===== src/pkg/usb_power_pkg.sv =====
package usb_power_pkg;
  localparam int ADDR_W = 8;
  localparam int DATA_W = 8;
  localparam int FRAME_W = 11;
  localparam int EP_N = 4;
  localparam int CLK_KHZ = 25000;
  localparam logic [ADDR_W-1:0] OFS_POWER = 8'h01;
  localparam logic [ADDR_W-1:0] OFS_IN_FLAGS = 8'h02;
  localparam logic [ADDR_W-1:0] OFS_COMMON = 8'h06;
  localparam logic [ADDR_W-1:0] OFS_FRAME_LOW = 8'h0C;
  localparam logic [ADDR_W-1:0] OFS_FRAME_HIGH = 8'h0D;
  localparam logic [ADDR_W-1:0] OFS_COMMON_EN = 8'h0B;
  localparam logic [DATA_W-1:0] POWER_RESET = 8'h10;
  localparam logic [DATA_W-1:0] COMMON_EN_RESET = 8'h06;
  localparam int BIT_ISO = 7;
  localparam int BIT_INH = 4;
  localparam int BIT_RST = 3;
  localparam int BIT_RESUME = 2;
  localparam int BIT_SUSP = 1;
  localparam int BIT_SUSPEND_DETECT_ENABLE = 0;
  localparam int CM_SOF = 3;
  localparam int CM_RST = 2;
  localparam int CM_RSU = 1;
  localparam int CM_SUS = 0;
  localparam int FRAME_HI_W = 3;

  typedef struct packed {
    logic sof;
    logic [FRAME_W-1:0] frame;
    logic bus_reset;
    logic bus_suspend;
    logic bus_resume;
    logic [EP_N-1:0] in_token;
    logic [EP_N-1:0] ep_done;
  } link_in_t;

  typedef struct packed {
    logic [EP_N-1:0] send_data;
    logic [EP_N-1:0] send_zero;
    logic drive_resume;
    logic link_enable;
    logic core_reset;
  } link_out_t;

  typedef enum logic [1:0] {
    ISO_IDLE = 2'b00,
    ISO_ARMED = 2'b01,
    ISO_GO = 2'b11
  } iso_state_t;

  function automatic logic [DATA_W-1:0] pad8(input logic [3:0] v);
    return {4'h0, v};
  endfunction : pad8
endpackage : usb_power_pkg


===== src/logic/usb_power_frame_irq_ctrl.sv =====
// Strobed register access was decided locally.
`timescale 1ns/1ps
// Summary of operation
// - Iso wait clear: send on next IN
// - Iso wait set: hold packet until SOF
// - IN before SOF gets zero-length packet
// - One iso wait bit for all endpoints
// - Inhibit set at reset; power resets 0x10
// - Writing one to inhibit does nothing
// - Inhibit set ignores all bus traffic
// - Writing reset bit forces controller reset
// - Reset bit reads bus reset status
// - Resume write while suspended drives wakeup
// - Resume cleared: interrupt, leave suspend
// - Suspended flag shows suspend mode
// - Common flag read after resume clears suspend
// - Suspend detect off: never suspend
// - Suspend detect on: enter suspend
// - Frame number split low/high registers
// - Frame high upper bits zero, reset zero
// - Interrupt when any flag set
// - Reading flag register clears it
// - IN flags in bits 3..0, upper zero
// - Suspend interrupt only when enabled
// - Bus resume leaves suspend mode at next common flag read
module usb_power_frame_irq_ctrl #(
  parameter int EPS = usb_power_pkg::EP_N
) (
  input wire logic CLOCK,
  input wire logic RESET,
  input wire logic [usb_power_pkg::ADDR_W-1:0] ADDR,
  input wire logic [usb_power_pkg::DATA_W-1:0] WDATA,
  input wire logic WR,
  input wire logic RD,
  output logic [usb_power_pkg::DATA_W-1:0] RDATA,
  input wire logic [EPS-1:0] IN_PACKET_READY,
  input wire usb_power_pkg::link_in_t LINK_IN,
  output usb_power_pkg::link_out_t LINK_OUT,
  output logic IRQ
);
  import usb_power_pkg::*;

  link_in_t sync1_q, sync2_q, prev_q;
  logic iso_q, inh_q, resume_q, susp_q, suspend_detect_enable_q, soft_rst_q, rsu_seen_q;
  logic [FRAME_W-1:0] frame_q;
  logic [EP_N-1:0] in_flags_q;
  logic [3:0] cm_flags_q, cm_en_q;
  logic [DATA_W-1:0] power_rd;
  logic [EP_N-1:0] ev_in, ev_tok, send_d, zero_d;
  logic ev_sof, ev_rst, ev_sus, ev_rsu, ev_wake_end, rd_cm, rd_in, wr_pw, rst_all;
  link_in_t live;

  // Bus pins pass two flops first
  always_ff @(posedge CLOCK) begin
    sync1_q <= LINK_IN;
    sync2_q <= sync1_q;
    prev_q <= sync2_q;
  end

  assign rst_all = RESET | soft_rst_q;
  assign wr_pw = WR && ADDR == OFS_POWER;
  assign rd_cm = RD && ADDR == OFS_COMMON;
  assign rd_in = RD && ADDR == OFS_IN_FLAGS;

  always_comb begin
    live = sync2_q;
    if (inh_q) begin
      live = '0;
    end
  end

  assign ev_sof = live.sof && !prev_q.sof;
  assign ev_rst = live.bus_reset && !prev_q.bus_reset;
  assign ev_sus = live.bus_suspend && !prev_q.bus_suspend && suspend_detect_enable_q && !susp_q;
  assign ev_rsu = live.bus_resume && !prev_q.bus_resume && susp_q;
  assign ev_in = live.ep_done & ~prev_q.ep_done;
  // One answer per token, however long the token level stands
  assign ev_tok = live.in_token & ~prev_q.in_token;
  assign ev_wake_end = wr_pw && resume_q && !WDATA[BIT_RESUME];

  // Forced reset pulse lasts one cycle
  always_ff @(posedge CLOCK) begin
    if (RESET) begin
      soft_rst_q <= 1'b0;
    end else begin
      soft_rst_q <= wr_pw && WDATA[BIT_RST] && !soft_rst_q;
    end
  end

  always_ff @(posedge CLOCK) begin
    if (rst_all) begin
      inh_q <= POWER_RESET[BIT_INH];
      iso_q <= POWER_RESET[BIT_ISO];
      suspend_detect_enable_q <= POWER_RESET[BIT_SUSPEND_DETECT_ENABLE];
    end else if (wr_pw) begin
      iso_q <= WDATA[BIT_ISO];
      suspend_detect_enable_q <= WDATA[BIT_SUSPEND_DETECT_ENABLE];
      if (!WDATA[BIT_INH]) begin
        inh_q <= 1'b0;
      end
    end
  end

  always_ff @(posedge CLOCK) begin
    if (rst_all) begin
      resume_q <= 1'b0;
    end else if (wr_pw) begin
      if (!WDATA[BIT_RESUME]) begin
        resume_q <= 1'b0;
      end else if (susp_q) begin
        resume_q <= 1'b1;
      end
    end
  end

  always_ff @(posedge CLOCK) begin
    if (rst_all) begin
      susp_q <= 1'b0;
      rsu_seen_q <= 1'b0;
    end else begin
      if (ev_sus) begin
        susp_q <= 1'b1;
      end else if (ev_wake_end || (rd_cm && rsu_seen_q) || ev_rst) begin
        susp_q <= 1'b0;
      end
      if (ev_rsu) begin
        rsu_seen_q <= 1'b1;
      end else if (rd_cm) begin
        rsu_seen_q <= 1'b0;
      end
    end
  end

  always_ff @(posedge CLOCK) begin
    if (rst_all) begin
      frame_q <= '0;
    end else if (ev_sof) begin
      frame_q <= live.frame;
    end
  end

  always_ff @(posedge CLOCK) begin
    if (rst_all) begin
      in_flags_q <= '0;
    end else begin
      in_flags_q <= (rd_in ? '0 : in_flags_q) | ev_in;
    end
  end

  always_ff @(posedge CLOCK) begin
    if (rst_all) begin
      cm_flags_q <= '0;
    end else begin
      cm_flags_q <= (rd_cm ? 4'h0 : cm_flags_q)
        | {ev_sof, ev_rst, ev_rsu || ev_wake_end, ev_sus && cm_en_q[CM_SUS]};
    end
  end

  always_ff @(posedge CLOCK) begin
    if (rst_all) begin
      cm_en_q <= COMMON_EN_RESET[3:0];
    end else if (WR && ADDR == OFS_COMMON_EN) begin
      cm_en_q <= WDATA[3:0];
    end
  end

  always_comb begin
    power_rd = '0;
    power_rd[BIT_ISO] = iso_q;
    power_rd[BIT_INH] = inh_q;
    power_rd[BIT_RST] = live.bus_reset;
    power_rd[BIT_RESUME] = resume_q;
    power_rd[BIT_SUSP] = susp_q;
    power_rd[BIT_SUSPEND_DETECT_ENABLE] = suspend_detect_enable_q;
  end

  always_ff @(posedge CLOCK) begin
    if (RESET) begin
      RDATA <= '0;
    end else if (RD) begin
      case (ADDR)
        OFS_POWER: RDATA <= power_rd;
        OFS_IN_FLAGS: RDATA <= pad8(in_flags_q);
        OFS_COMMON: RDATA <= pad8(cm_flags_q);
        OFS_COMMON_EN: RDATA <= pad8(cm_en_q);
        OFS_FRAME_LOW: RDATA <= frame_q[DATA_W-1:0];
        OFS_FRAME_HIGH: RDATA <= {5'h00, frame_q[FRAME_W-1:DATA_W]};
        default: RDATA <= '0;
      endcase
    end else begin
      RDATA <= '0;
    end
  end

  // Flag set lands on IRQ one cycle later
  always_ff @(posedge CLOCK) begin
    if (rst_all) begin
      IRQ <= 1'b0;
    end else begin
      IRQ <= |in_flags_q || |cm_flags_q;
    end
  end

  genvar g;
  for (g = 0; g < EP_N; g++) begin : gen_iso
    iso_in_gate u_gate (
      .clk(CLOCK),
      .rst(rst_all),
      .wait_sof(iso_q),
      .ready(IN_PACKET_READY[g]),
      .sof(ev_sof),
      .in_token(ev_tok[g]),
      .send_data(send_d[g]),
      .send_zero(zero_d[g])
    );
  end

  always_ff @(posedge CLOCK) begin
    if (RESET) begin
      LINK_OUT <= '0;
    end else begin
      LINK_OUT.send_data <= send_d;
      LINK_OUT.send_zero <= zero_d;
      LINK_OUT.drive_resume <= resume_q;
      LINK_OUT.link_enable <= !inh_q;
      LINK_OUT.core_reset <= soft_rst_q;
    end
  end
endmodule : usb_power_frame_irq_ctrl


===== src/logic/iso_in_gate.sv =====
`timescale 1ns/1ps
module iso_in_gate (
  input wire logic clk,
  input wire logic rst,
  input wire logic wait_sof,
  input wire logic ready,
  input wire logic sof,
  input wire logic in_token,
  output logic send_data,
  output logic send_zero
);
  import usb_power_pkg::*;
  iso_state_t state_q;

  always_ff @(posedge clk) begin
    if (rst) begin
      state_q <= ISO_IDLE;
    end else begin
      case (state_q)
        ISO_IDLE: if (ready) state_q <= wait_sof ? ISO_ARMED : ISO_GO;
        ISO_ARMED: if (sof) state_q <= ISO_GO;
        ISO_GO: if (in_token) state_q <= ISO_IDLE;
        default: state_q <= ISO_IDLE;
      endcase
    end
  end

  always_ff @(posedge clk) begin
    if (rst) begin
      send_data <= 1'b0;
      send_zero <= 1'b0;
    end else begin
      send_data <= in_token && state_q == ISO_GO;
      send_zero <= in_token && state_q != ISO_GO;
    end
  end
endmodule : iso_in_gate


===== config.mk =====
export PLATFORM = sky130hd
export DESIGN_NAME = usb_power_frame_irq_ctrl
export DESIGN_NICKNAME = d
export VERILOG_FILES = /design/src/pkg/usb_power_pkg.sv /design/src/logic/usb_power_frame_irq_ctrl.sv /design/src/logic/iso_in_gate.sv
export SDC_FILE = /design/constraint.sdc
export NUM_CORES = 1
export LEC_CHECK = 0
export ABC_AREA = 1
export BUFFER_PORTS_ARGS = -buffer_cell sky130_fd_sc_hd__buf_2
export CAP_MARGIN = 20
export CELL_PAD_IN_SITES_DETAIL_PLACEMENT = 1
export CELL_PAD_IN_SITES_GLOBAL_PLACEMENT = 2
export CORE_ASPECT_RATIO = 0.75
export CORE_UTILIZATION = 24
export DETAILED_ROUTE_END_ITERATION = 12
export HOLD_SLACK_MARGIN = 0.08
export PLACE_DENSITY_LB_ADDON = 0.1
export SKIP_CTS_REPAIR_TIMING = 1
export SLEW_MARGIN = 20
export SYNTH_ARGS = -nofsm -noshare
export SYNTH_HDL_FRONTEND = slang
export SYNTH_SLANG_ARGS = --single-unit

===== constraint.sdc =====
create_clock -name CLOCK -period 1.9 [get_ports CLOCK]
set_input_delay 0.19 -clock CLOCK [delete_from_list [all_inputs] [get_ports CLOCK]]
set_output_delay 0.19 -clock CLOCK [all_outputs]
set_load 0.05 [all_outputs]

* Yosys cells after proc, flatten, opt, wreduce, memory -nomap -nowiden
Index checks and enable logic that the tools add are counted.
** Word-level totals
- Logic and storage cells :: 166
- Output and inout port bits :: 20
- Flip-flop bits (word level) :: 124
- Input bits :: 47
** Cells by class
- Bitwise logic cells :: 9
- Equal/unequal tests :: 31
- Reduce and logical (&&, ||, !) cells :: 52
- Muxes and demuxes :: 24
** Operators by type and width (count)
- one-hot mux 8 bit (6 select lines) :: 1
- != test 2 bit, second input constant :: 16
- logical AND 1 bit :: 25
- equality test 8 x 4 -> 1 bit, second input constant :: 3
- one-hot mux 2 bit (3 select lines) :: 4
- two-way mux 23 bit :: 1
- two-way mux 2 bit :: 10
- AND reduction 3 bit :: 4
- AND 4 bit :: 2
- equality test 2 x 1 -> 1 bit, second input constant :: 4
- equality test 2 bit, second input constant :: 4
- equality test 8 x 1 -> 1 bit, second input constant :: 1
- equality test 8 x 2 -> 1 bit, second input constant :: 1
- equality test 8 x 3 -> 1 bit, second input constant :: 1
- zero test 1 bit :: 8
- zero test 2 bit :: 4
- two-way mux 4 bit :: 2
- inverter 4 bit :: 2
- bitwise OR 4 bit :: 2
- OR reduction 4 bit :: 2
- two-way mux 1 bit :: 6
- logical OR 1 bit :: 4
- AND reduction 2 bit :: 2
- nonzero test 2 bit :: 2
- other kinds (4) :: 5

* Longest topological paths before layout
- Depth after elaboration :: 8
- Depth in mapped cells :: 9
- Depth with buffers taken out :: 9

* Modules after synthesis
From an unflattened synthesis, not the netlist that was laid out.
** Second synthesis, totals
- Cells, all modules :: 426
- Area, all modules :: 3858.7 µm²
** By module, submodules not included
- usb_power_frame_irq_ctrl :: times used 1, area an instance 3203.1 µm², cells an instance 334, sequential area each 2162.1 µm²
- iso_in_gate :: times used 4, area an instance 163.9 µm², cells an instance 23, sequential area each 80.1 µm²

* Worst setup path before layout
No wires, ideal clock.
- Path kind :: register -> register
- From :: reg sync2_q[22] (netlist name)
- To :: reg gen_iso[3].u_gate.state_q[0]
- Setup time :: 58 ps
- Path slack :: 753 ps
- Stages on the path, launching flop included :: 8
- Required time :: 1842 ps
- Arrival :: 1089 ps
- Cell sequence :: dfxtp_1 inv_1 nor2_4 nand2_2 o21ai_0 nand2_1 nor2_1 o21a_1
** On the way
- Word-level cells in the longest chain between the ends :: 4
** RTL lines
- start: declaration :: line usb_power_frame_irq_ctrl.sv:43 : link_in_t sync1_q, sync2_q, prev_q;
- start signal: assignment :: line usb_power_frame_irq_ctrl.sv:56 : sync2_q <= sync1_q;
- two-way mux 23 bit :: line usb_power_frame_irq_ctrl.sv:67 : if (inh_q) begin
- logical AND 1 bit :: line usb_power_frame_irq_ctrl.sv:72 : assign ev_sof = live.sof && !prev_q.sof;
- != test 2 bit (no line)
- AND reduction 3 bit (no line)
- end signal: assignment :: line iso_in_gate.sv:20 : ISO_IDLE: if (ready) state_q <= wait_sof ? ISO_ARMED : ISO_GO;
- end: declaration :: line iso_in_gate.sv:13 : iso_state_t state_q;
No other way between the ends.
A chain may end at the register's enable or synchronous reset.

* Worst setup path after layout
- From :: reg sync2_q[22] (netlist name)
- To :: reg gen_iso[3].u_gate.state_q[1]
The elaborated chain is that of the path after synthesis.

==> results.py <==
metrics = {
    "yosys": {
        "synth-edff-count": 0,
        "synth-main-ff-cell": "dfxtp_1",
        "synth_warnings": 0,
        "ys_seq_area_frac": 0.646,
        "synthDistinctLibCells": 22,
        "synth_fp_nets": 471,
        "synth_async_sr_flop_share": 0,
        "synth_area_per_cell_sq_um": 9.06,
        "ys_ff_latch": 124,
        "syn_inst": 424,
        "synth_area_sq_um": 3840,
    },
    "global_route": {
        "gr-usage-met2": 0.179,
        "grt_util_met3": 0.0422,
        "grt_max_degree": 29,
        "grt_pass1_vias": 3011,
        "grt_pass1_wl_um": 15300,
        "grt_usage": 0.124,
        "antenna_found_initial": 0,
        "busiest_layer": "met2",
        "met1_usage": 0.166,
        "grt-ovfl-total": 0,
    },
    "power_and_ir_drop": {
        "ir_drop_v": 0.000678,
        "intPower_mw": 4.98,
        "total_power_mw": 6.30,
        "pwr-share-seq": 0.437,
        "clockPowerShare": 0.510,
        "p_comb_frac": 0.052,
        "p_sw_mw": 1.32,
        "power.density_nw_per_um2": 1190,
        "power.leakage_nw": 2.32,
        "swShare": 0.209,
    },
    "clock_network": {
        "h-tree-depth": 4,
        "clkTransAtPathRegs_ns": 0.05,
        "cts_tree": "yes",
        "cts_buffers": 17,
        "clkLatencyLatePin_ns": 0.41,
        "cts_buffer_depth": 2,
        "cts_root_buffer": "clkbuf_16",
        "clock_sinks": 124,
    },
    "floorplanning": {
        "die_x_um": 148,
        "dieArea_sq_um": 16500,
        "rows": 39,
        "die_height_um": 112,
        "start_util": 0.249,
        "coreArea_sq_um": 15400,
        "io_pins": 67,
    },
    "critical_path": {
        "r2r_end": "gen_iso[3].u_gate.state_q[1]",
        "critPathMaxStageDelay_ns": 0.32,
        "required_ns": 2.23,
        "worst-path-buf-inv": 1,
        "path_cells": "inv_1, nor2_4, nand2_2, o21ai_0, nand3_1, a21oi_1",
        "cp.arrival_ns": 1.90,
        "worstRegToRegCells": 6,
        "r2r_start": "sync2_q[22]",
        "reg2reg_slack_ns": 0.33,
        "cp_top_family": "simple AND/OR/NAND/NOR gates",
        "end_kind": "register",
        "worstSetupStartpointType": "register",
        "crit_slowest_cell": "dfxtp_1",
        "cp_max_fo": 19,
        "criticalPathCategory": "register to register",
    },
    "min_path": {
        "hold_class": "input port to register",
        "hold_path.startpoint": "WDATA[7]",
        "holdPathEnd": "iso_q",
        "min_path_cells": 3,
    },
    "timing": {
        "slew_headroom": 0.744,
        "hold_viol_final": 0,
        "fin_ws_ns": 0.326,
        "setup_viol": 0,
        "tns_ns": 0,
        "post-route-period-util": 0.829,
        "fin_skew_ns": 0.00380,
        "worst_pin_slew_ns": 0.383,
        "clock.fmax_mhz": 635,
        "hold_ws_ns": 0.0882,
        "final-max-slew-violation-count": 0,
        "fin_crit_ns": 1.57,
        "rsz0062_at_grt": "false",
    },
    "placed_design": {
        "gp_congestion": 0.723,
        "placed_cell_area_sq_um": 4430,
        "io_buffers": 64,
        "dpl.cell_count": 690,
        "dp_hpwl_um": 6640,
        "pre_cts_slack_ns": 0.281,
    },
    "finish": {
        "final_common_cell": "dfxtp_1",
        "nNetsFinal": 577,
        "post-route-util": 0.343,
        "diodes": 0,
        "instances_no_fill": 747,
        "final_cell_mix": "124 x dfxtp_1, 77 x nand2_1, 64 x buf_2",
        "drive_gt1_frac": 0.208,
        "fin_area_sq_um": 5290,
        "area_growth_syn_to_layout_pct": 37.8,
    },
    "routing": {
        "firstDrtPassIters": 4,
        "routed_wl_um": 9360,
        "drc": 0,
        "via_per_inst": 4.04,
        "ant_nets": 0,
        "wl_per_cell_um": 12.5,
        "drt_iter0_drc": 91,
        "num_vias": 3016,
    },
    "run_status": {
        "status": "complete, no violations",
    },
    "job": {
        "maxCapViolations": 0,
    },
}
## worst max-delay path by stage
stage	depth (start not counted)	from	end	slack, ns
final	6	sync2_q[22]	gen_iso[3].u_gate.state_q[1]	0.33
after global routing	7	sync2_q[22]	gen_iso[3].u_gate.state_q[0]	0.14
after CTS	7	sync2_q[22]	gen_iso[3].u_gate.state_q[0]	0.27
after detailed placement	7	sync2_q[22]	gen_iso[3].u_gate.state_q[0]	0.28
after global placement	7	sync2_q[22]	gen_iso[3].u_gate.state_q[0]	0.34
after floorplan	7	sync2_q[22]	gen_iso[3].u_gate.state_q[0]	0.75
## area by class of cell
class / count / area (sq um)
well taps: 205 / 256
repair buffers: 95 / 631
multi-input cells: 236 / 1110
clock inverters: 6 / 82.6
flip-flops and latches: 124 / 2480
inverters: 56 / 210
fillers: 1824 / 10100
clock buffers: 25 / 515
## synthesized netlist by cell type (all sizes together), types with 3 or more instances
cell type / count / area share
a21oi: 38 / 0.050
a31oi: 4 / 0.0065
clkbuf: 6 / 0.0059
dfxtp: 124 / 0.65
inv: 55 / 0.054
nand2: 81 / 0.082
nand3: 29 / 0.038
nand3b: 11 / 0.022
nand4: 3 / 0.0049
nor2: 47 / 0.054
nor3: 7 / 0.010
o21ai: 9 / 0.012
## state kept, by name (all words and copies together) (netlist names), 4 cells and up
| signal | flops |
|---|---|
| prev_q | 12 |
| LINK_OUT | 11 |
| gen_iso.u_gate.send_data | 4 |
| gen_iso.u_gate.send_zero | 4 |
| RDATA | 8 |
| frame_q | 11 |
| cm_en_q | 4 |
| in_flags_q | 4 |
| gen_iso.u_gate.state_q | 8 |
| sync2_q | 23 |
| cm_flags_q | 4 |
| sync1_q | 23 |
## metal layers
metal | routed length (um) | vias to the layer above
met2 | 4040 | 47
li1 | - | 1563
met4 | 141 | 0
met5 | 0 | -
met3 | 330 | 11
met1 | 4850 | 1395
## power groups by stage
stage / clock (mW) / combinational [mW] / sequential [mW]
floorplan: 0 / 0.182 / 2.80
global placement: 0 / 0.277 / 2.81
CTS: 3.31 / 0.295 / 2.76
detailed placement: 0 / 0.292 / 2.81
global route: 3.45 / 0.376 / 2.77
finish: 3.22 / 0.330 / 2.76
## worst register-to-register path, cell delays in order, from the launching register on
cell     delay (ns)
dfxtp_1        0.32
inv_1          0.06
nor2_4         0.22
nand2_2        0.30
o21ai_0        0.32
nand3_1        0.12
a21oi_1        0.15
## kinds of logic (layout without fill, tap and decap cells)
family                 after synthesis  in the layout  share of synthesized area
AOI/OAI and AO/OA                   56             56                     0.0769
buffers and inverters               64            182                     0.0632
DFF                                124            124                      0.646
and+or+nand+nor                    180            180                      0.213
Power figures use the tool's default switching activity.
